<file path="src/design/adc_fmt_pkg.sv">
// Shared constants and types for the converter output formatter
package adc_fmt_pkg;
    localparam int DATA_W      = 16;
    localparam int RAW_W       = 18;
    localparam int CNT_W       = 8;
    localparam int LFSR_W      = 23;
    localparam int LFSR_TAP_HI = 22;
    localparam int LFSR_TAP_LO = 17;
    localparam logic [LFSR_W-1:0] LFSR_SEED = 23'h000001;

    // APB map, byte addresses
    localparam logic [11:0] ADDR_CTRL       = 12'h000;
    localparam logic [11:0] ADDR_STATUS     = 12'h004;
    localparam logic [11:0] ADDR_OVER_COUNT = 12'h008;
    localparam int          CTRL_DITHER_BIT = 0;
    localparam logic        CTRL_RESET      = 1'b0;
    localparam int          ST_MODE_LSB     = 0;
    localparam int          ST_TWOS_BIT     = 2;
    localparam int          ST_DCS_ON_BIT   = 3;
    localparam int          ST_LOCKED_BIT   = 4;

    // Timing
    localparam int CLK_PERIOD_NS      = 100;
    localparam int STOP_TIME_NS       = 10000;
    localparam int STOP_COUNT         = (STOP_TIME_NS + CLK_PERIOD_NS - 1) / CLK_PERIOD_NS;
    localparam int DCS_RELOCK_CYCLES  = 100;

    typedef enum logic [1:0] {
        MODE_CMOS_FULL  = 2'b00,
        MODE_CMOS_DEMUX = 2'b01,
        MODE_LVDS_LOW   = 2'b10,
        MODE_LVDS_STD   = 2'b11
    } out_mode_t;

    typedef enum logic [1:0] {
        DCS_RELOCK = 2'b00,
        DCS_LOCKED = 2'b01
    } dcs_state_t;

    typedef struct packed {
        logic              over;
        logic [DATA_W-1:0] data;
    } sample_t;
endpackage

</file>
<file path="src/design/dither_lfsr.sv">
// Long-period pseudo-random generator for dither values
module dither_lfsr
    import adc_fmt_pkg::*;
#(
    parameter int OUT_W = DATA_W
) (
    input  wire logic             pclk,
    input  wire logic             presetn,
    input  wire logic             advance,
    output logic      [OUT_W-1:0] value
);
    logic [LFSR_W-1:0] state;
    wire               feedback = state[LFSR_TAP_HI] ^ state[LFSR_TAP_LO];

    always_ff @(posedge pclk or negedge presetn) begin
        if (!presetn) begin
            state <= LFSR_SEED;
        end else if (advance) begin
            state <= {state[LFSR_W-2:0], feedback};
        end
    end

    assign value = state[OUT_W-1:0];
endmodule // dither_lfsr

</file>
<file path="src/design/adc_output_formatter.sv">
// Output formatter: mode decode, coding, dither removal, scrambling, output buses
// Operation
// - Output-mode pin level selects one of four modes
// - Format level sets coding and stabilizer enable
// - Flag samples outside the representable range
// - CMOS modes give one overflow flag per bus
// - LVDS modes use single overflow flag
// - Drive delayed copy of encode clock
// - Bus A changes as clock A falls
// - Demux bus B changes as clock A falls
// - Full-rate CMOS drives bus A only
// - Demux output clocks run at half rate
// - Scrambler XORs upper bits with LSB
// - LSB, flag and clock stay unscrambled
// - Scrambling only while enable input high
// - Pseudo-random generator feeds dither path
// - Subtract injected dither from each result
// - Result is 16-bit word plus flag
// - Stabilizer uses rising edge, makes fall
// - Stabilizer relocks over one hundred cycles
//
// Design decisions made here: the APB interface to the registers and the register offsets.
module adc_output_formatter
    import adc_fmt_pkg::*;
#(
    parameter int STOP_CYCLES = STOP_COUNT
) (
    input  wire logic              pclk,
    input  wire logic              presetn,
    input  wire logic [11:0]       paddr,
    input  wire logic              psel,
    input  wire logic              penable,
    input  wire logic              pwrite,
    input  wire logic [31:0]       pwdata,
    output logic                   pready,
    output logic      [31:0]       prdata,
    output logic                   pslverr,
    input  wire logic              sample_clock_in,
    input  wire logic [1:0]        mode_level,
    input  wire logic [1:0]        format_level,
    input  wire logic              scramble_enable,
    input  wire logic [RAW_W-1:0]  conv_result,
    output logic      [DATA_W-1:0] dither_value,
    output logic      [DATA_W-1:0] data_a,
    output logic      [DATA_W-1:0] data_b,
    output logic                   overflow_flag,
    output logic                   overflow_flag_bus_a,
    output logic                   overflow_flag_bus_b,
    output logic                   sync_clock_a,
    output logic                   sync_clock_b,
    output logic                   sync_clock_out,
    output logic                   lvds_enable,
    output logic                   lvds_low_power,
    output logic                   bus_b_active,
    output logic                   dcs_active
);
    // Pin synchronisers: encode clock, mode level, format level, scramble enable
    logic [5:0] sync_s1;
    logic [5:0] sync_s2;
    logic       pin_prev;

    always_ff @(posedge pclk or negedge presetn) begin
        if (!presetn) begin
            sync_s1  <= 6'h00;
            sync_s2  <= 6'h00;
            pin_prev <= 1'b0;
        end else begin
            sync_s1  <= {scramble_enable, format_level, mode_level, sample_clock_in};
            sync_s2  <= sync_s1;
            pin_prev <= sync_s2[0];
        end
    end

    wire       pin_rise = sync_s2[0] & ~pin_prev;
    wire       pin_fall = ~sync_s2[0] & pin_prev;
    out_mode_t mode;
    assign mode = out_mode_t'(sync_s2[2:1]);
    wire [1:0] fmt      = sync_s2[4:3];
    wire       scr_on   = sync_s2[5];
    wire       twos     = fmt[1];
    wire       dcs_on   = fmt[0] ^ fmt[1];
    wire       demux    = (mode == MODE_CMOS_DEMUX);

    assign lvds_enable    = mode[1];
    assign lvds_low_power = (mode == MODE_LVDS_LOW);
    assign bus_b_active   = demux;
    assign dcs_active     = dcs_on;

    // Duty cycle stabilizer: period measure, stop detect, relock count
    logic [CNT_W-1:0] since_rise;
    logic [CNT_W-1:0] half_period;
    logic [CNT_W-1:0] lock_cnt;
    dcs_state_t       dcs_state;

    wire [CNT_W:0] period_full = {1'b0, since_rise} + {{CNT_W{1'b0}}, 1'b1};
    wire           stopped     = (since_rise >= CNT_W'(STOP_CYCLES));
    wire           dcs_locked  = (dcs_state == DCS_LOCKED);
    wire           int_fall    = (since_rise == half_period) && (half_period != '0);
    // Before lock the external falling edge is still used so outputs keep moving
    wire           phase_fall  = (dcs_on && dcs_locked) ? int_fall : pin_fall;

    always_ff @(posedge pclk or negedge presetn) begin
        if (!presetn) begin
            since_rise  <= '0;
            half_period <= '0;
        end else if (pin_rise) begin
            since_rise  <= '0;
            half_period <= period_full[CNT_W:1];
        end else if (since_rise != '1) begin
            since_rise  <= since_rise + 1'b1;
        end
    end

    always_ff @(posedge pclk or negedge presetn) begin
        if (!presetn) begin
            dcs_state <= DCS_RELOCK;
            lock_cnt  <= '0;
        end else begin
            case (dcs_state)
                DCS_RELOCK: begin
                    if (stopped) begin
                        lock_cnt <= '0;
                    end else if (pin_rise) begin
                        if (lock_cnt == CNT_W'(DCS_RELOCK_CYCLES - 1)) begin
                            dcs_state <= DCS_LOCKED;
                        end
                        lock_cnt <= lock_cnt + 1'b1;
                    end
                end
                DCS_LOCKED: begin
                    if (stopped) begin
                        dcs_state <= DCS_RELOCK;
                        lock_cnt  <= '0;
                    end
                end
                default: dcs_state <= DCS_RELOCK;
            endcase
        end
    end

    // APB slave
    logic        dither_en;
    logic [15:0] over_count;
    wire         apb_setup = psel && !penable;
    wire         apb_wr    = psel && penable && pwrite;
    wire         hit_ctrl  = (paddr == ADDR_CTRL);
    wire         hit_stat  = (paddr == ADDR_STATUS);
    wire         hit_over  = (paddr == ADDR_OVER_COUNT);
    wire         mapped    = hit_ctrl || hit_stat || hit_over;
    wire [31:0]  status_word = {27'h0, dcs_locked, dcs_on, twos, mode};
    wire [31:0]  rd_word   = hit_ctrl ? {31'h0, dither_en} :
                             hit_stat ? status_word :
                             hit_over ? {16'h0, over_count} : 32'h0;

    assign pready  = 1'b1;
    assign pslverr = psel && penable && !mapped;

    always_ff @(posedge pclk or negedge presetn) begin
        if (!presetn) begin
            prdata    <= 32'h0;
            dither_en <= CTRL_RESET;
        end else begin
            if (apb_setup) begin
                prdata <= rd_word;
            end
            if (apb_wr && hit_ctrl) begin
                dither_en <= pwdata[CTRL_DITHER_BIT];
            end
        end
    end

    // Dither: value held on the injection path is the one removed at the next sample
    logic [DATA_W-1:0] lfsr_value;

    dither_lfsr #(
        .OUT_W   (DATA_W)
    ) u_lfsr (
        .pclk    (pclk),
        .presetn (presetn),
        .advance (pin_rise),
        .value   (lfsr_value)
    );

    always_ff @(posedge pclk or negedge presetn) begin
        if (!presetn) begin
            dither_value <= '0;
        end else if (pin_rise || !dither_en) begin
            dither_value <= dither_en ? lfsr_value : '0;
        end
    end

    // Sample formation
    wire [RAW_W:0]    diff     = {conv_result[RAW_W-1], conv_result}
                                 - {3'b000, dither_value};
    wire              under    = diff[RAW_W];
    wire              above    = !under && (diff[RAW_W-1:DATA_W] != '0);
    wire              over_now = under || above;
    wire [DATA_W-1:0] clamped  = under ? '0 : above ? '1 : diff[DATA_W-1:0];
    wire [DATA_W-1:0] coded    = {clamped[DATA_W-1] ^ twos, clamped[DATA_W-2:0]};
    wire [DATA_W-1:0] scram    = {coded[DATA_W-1:1] ^ {(DATA_W-1){coded[0]}}, coded[0]};
    sample_t          word;
    assign word.over = over_now;
    assign word.data = scr_on ? scram : coded;

    // Over-range counter: a sample in the clearing cycle still counts
    always_ff @(posedge pclk or negedge presetn) begin
        if (!presetn) begin
            over_count <= '0;
        end else if (pin_rise && over_now) begin
            over_count <= (apb_wr && hit_over) ? 16'h0001 : over_count + 1'b1;
        end else if (apb_wr && hit_over) begin
            over_count <= '0;
        end
    end

    // Output buses
    sample_t pend;
    logic    clk_a;
    logic    flag_a;
    logic    flag_b;

    always_ff @(posedge pclk or negedge presetn) begin
        if (!presetn) begin
            pend   <= '0;
            clk_a  <= 1'b0;
            data_a <= '0;
            data_b <= '0;
            flag_a <= 1'b0;
            flag_b <= 1'b0;
        end else if (pin_rise && demux && clk_a) begin
            data_a <= pend.data;
            flag_a <= pend.over;
            data_b <= word.data;
            flag_b <= word.over;
            clk_a  <= 1'b0;
        end else if (pin_rise) begin
            pend  <= word;
            clk_a <= 1'b1;
            if (!demux) begin
                data_b <= '0;
                flag_b <= 1'b0;
            end
        end else if (phase_fall && !demux && clk_a) begin
            data_a <= pend.data;
            flag_a <= pend.over;
            clk_a  <= 1'b0;
        end
    end

    assign sync_clock_a        = clk_a;
    assign sync_clock_b        = ~clk_a;
    assign sync_clock_out      = clk_a;
    assign overflow_flag_bus_a = !mode[1] && flag_a;
    assign overflow_flag_bus_b = demux && flag_b;
    assign overflow_flag       = mode[1] && flag_a;
endmodule // adc_output_formatter

</file>
<file path="config.mk">
export PLATFORM = sky130hd
export DESIGN_NAME = adc_output_formatter
export DESIGN_NICKNAME = d
export VERILOG_FILES = /design/src/design/adc_fmt_pkg.sv /design/src/design/dither_lfsr.sv /design/src/design/adc_output_formatter.sv
export SDC_FILE = /design/constraint.sdc
export NUM_CORES = 1
export LEC_CHECK = 0
export ABC_AREA = 1
export BUFFER_PORTS_ARGS = -buffer_cell sky130_fd_sc_hd__buf_2
export CORE_MARGIN = 10
export CORE_UTILIZATION = 56
export CTS_CLUSTER_DIAMETER = 100
export DETAILED_ROUTE_END_ITERATION = 12
export PLACE_DENSITY = 0.91
export SKIP_LAST_GASP = 1
export SLEW_MARGIN = 15
export SYNTH_ARGS = -nofsm -noshare
export SYNTH_HDL_FRONTEND = slang
export SYNTH_HIERARCHICAL = 1
export SYNTH_SLANG_ARGS = --single-unit
</file>
<file path="constraint.sdc">
create_clock -name pclk -period 3.3 [get_ports pclk]
set_input_delay 0.165 -clock pclk [delete_from_list [all_inputs] [get_ports pclk]]
set_output_delay 0.165 -clock pclk [all_outputs]
set_load 0.005 [all_outputs]
</file>
==> results by group <==
GRT
  – Largest net degree at the start of global routing: 94
  – GRT Util Overall: 0.2172
  – First-pass GRT wire length: between 30 and 40 mm
  – Initial antenna violation count: 0
  – Vias in the first global route: approximately 7500
  – Global route overflow: 0

Power and ir drop
  – Tot Pwr: between 0.005 and 0.006 W
  – P_leak: roughly 5.2 nW
  – Worst vdd ir: between 0.0003 and 0.0004 V
  – PD cells: between 500 and 600 nW/um2

Route
  – Final ANT Viol Nets: 0
  – WL per Instance: 16.24 um
  – Initial DRC Count: about 700
  – DRC viols: 0
  – Drt pass-1 iters: 7
  – DR vias: ~7700
  – Post-Route WL: between 20 and 25 mm
  – Vias per Instance: roughly 5.6

Timing
  – Final hold violations: 0
  – Fin. max-slew vios: 0
  – RSZ-0062 raised after global routing: false
  – Clock Skews: around 0.011 ns
  – Final Cycle Share: 0.8867
  – Max Freq: 0.3418 GHz
  – Worst-Margin Slew: a little under 0.9 ns
  – Max transition margin: 0.4145
  – Endpoints failing setup: 0
  – Fin crit period: 2.926 ns
  – Setup TNS: 0 ns

Clock network
  – Clock-pin slew on the worst setup and hold paths: around 0.070 ns
  – CTS tree: yes
  – H-tree depth: 4
  – Clock sinks: roughly 160
  – Postcts setup bufs: 0
  – Post-CTS sizing: 0
  – Clk buf depth: 2
  – Clk_lat worst skew: 0.44 ns
  – Root Buffer: clkbuf_16
  – Hold-fix buffers, CTS: 8
  – CTS Buf Count: 17

Flow run
  – Max cap viols: 0

Setup path
  – Critical setup path kind: flop to flop
  – Critical Path Max Stage Delay: 0.45 ns
  – Crit Path Max Fanout: 17
  – Cells along the critical path: ha_1, fa_1, inv_1, nand3_1, nand2_2, nand2_2, nand3_2, nand2_2, nand2_4, nand3_2, a21oi_4, nand3_4, inv_2, nand3_1, nand3_1, nand2_1
  – WP data required: between 3 and 4 ns
  – Crit end category: flop
  – Worst setup SP type: flop
  – Crit path arrival time: roughly 3.3 ns
  – Slowest cell on the critical path: a21oi_4

Logic synthesis
  – Most frequent cell after synthesis: nand2_1
  – Ys flop type: dfrtp_1
  – Synthesized area: 8653 um2
  – Post-Syn Area per Cell: between 8 and 9 um2
  – Commonest cells post-synth: 301 x nand2_1, 161 x dfrtp_1, 120 x inv_1
  – Flops & latches, synth: between 150 and 200
  – Count of flip-flops with a built-in enable after synthesis: 0
  – Area leader, netlist: dfrtp_1
  – Yosys cell types: 49
  – Sequential-to-total area share from yosys stat: 0.4686
  – Yosys top cell area share: 0.4656
  – Post-Synthesis Cells: between 1000 and 1500
  – Largest cells by area after synthesis: dfrtp_1 47%, nand2_1 13%, inv_1 5.2%
  – Asr flop ratio synth: 1.000
  – Yosys warning count: 6

Floorplan
  – Die area: about 21000 um2
  – I/O pin count: between 150 and 200
  – Die Wd: between 100 and 150 um
  – Die H: 144.3 um
  – CORE AREA: around 15000 um2
  – Core Rows: 45
  – Initial Util: 0.5713

Final layout
  – Layout cells sized above 1: 0.1797
  – Final nets: about 1300
  – Layout area overhead: 13.77%

Placement
  – Final GP Congestion: approximately 0.94
  – Port Buffer Count: approximately 120
  – Post-DP HPWL: 15.51 mm

Status
  – Outcome: finished clean

Worst hold path
  – Hold Crit Class: input port to flop
==> worst max-delay path: cells and delay by family (launching register included) <==
kind	cells	cell delay, ns
simple gates	11	1.04
compound gates	1	0.45
buf+inv	2	0.23
fa+ha+maj	2	0.66
flops	1	0.42
==> logic make-up (layout without fill, tap and decap cells) <==
kind of cell / count (synthesis) / count (layout) / synth area share
AND/OR/NAND/NOR: 524 / 524 / 0.2720
flip-flops: 162 / 162 / 0.4686
AO/OA/AOI/OAI: 139 / 139 / 0.09341
multiplexers: 1 / 1 / 0.001301
other: 2 / 18 / 0.0008679
adder cells (fa/ha/maj): 21 / 21 / 0.03123
XOR/XNOR: 29 / 29 / 0.02935
buffers and inverters: 192 / 292 / 0.1032
==> flip-flops by register name, indices dropped and copies added (netlist names), 16 cells and up <==
register      cells
dither_value     16
data_b           16
pend             17
data_a           16
over_count       16
prdata           16
u_lfsr/state     23
==> path summary, 6_finish.rpt <==
| kind | end | depth (start not counted) | start | slack (ns) |
|---|---|---|---|---|
| worst max-delay path | pend[15]$_DFFE_PN0P_ | 16 | dither_value[0]$_DFFE_PN0P_ | 0.37 |
| worst min-delay path | dither_en$_DFFE_PN0P_ | 4 | paddr[2] | 0.16 |
| worst max register to register | pend[15]$_DFFE_PN0P_ | 16 | dither_value[0]$_DFFE_PN0P_ | 0.37 |
| max in group asynchronous | prdata[4]$_DFFE_PN0P_ | 3 | presetn | 1.97 |
| worst min register to register | sync_s2[4]$_DFF_PN0_ | 0 | sync_s1[4]$_DFF_PN0_ | 0.35 |
| min in group asynchronous | pend[11]$_DFFE_PN0P_ | 2 | presetn | 0.34 |
==> per-stage QoR <==
step	cell area (um2)	instances	setup WS (ns)	hold slack, ns	util
final	9844	1374	0.3740	0.1569	0.6500
after global routing	9842	1373	0.1879	0.1904	0.6498
after CTS	9838	1373	0.4229	0.1483	0.6496
after detailed placement	9185	1334	0.4930	0.2744	0.6064
after global placement	9185	1334	0.5516	0.2739	0.6064
after floorplan	8710	1085	0.8942	-0.1306	-
==> where the power goes <==
group	switching [W]	leakage (nW)	total (W)	internal [W]
Combinational	0.000626	2.75	0.000999	0.000373
Sequential	0.000191	2.15	0.00242	0.00223
Clock	0.000833	0.283	0.00192	0.00109
==> metal layers <==
metal / up-vias / GRT usage / part of all wire
li1: 3612 / - / -
met5: - / 0 / 0
met3: 79 / 0.04493 / 0.070
met4: 0 / 0.1074 / 0.039
met2: 344 / 0.3697 / 0.50
met1: 3632 / 0.2551 / 0.39
==> cell usage in the layout, fill, tap and decap left out, drive strengths merged, types with 20 or more instances in the layout <==
| master | instances |
|---|---|
| nor2 | 57 |
| nand3 | 91 |
| o21ai | 94 |
| dfrtp | 161 |
| xor2 | 21 |
| a21oi | 25 |
| inv | 134 |
| buf | 124 |
| nand2 | 316 |
| ha | 20 |
==> final cells by class <==
class | count | area, um2
fillers | 1119 | 5301
flip-flops and latches | 162 | 4055
multi-input cells | 731 | 3765
repair buffers | 132 | 726.9
inverters | 129 | 486.7
clock buffers | 19 | 452.9
well taps | 188 | 235.2
clock inverters | 12 | 120.1
diodes | 1 | 2.502
(Power assumes the default switching activity.)
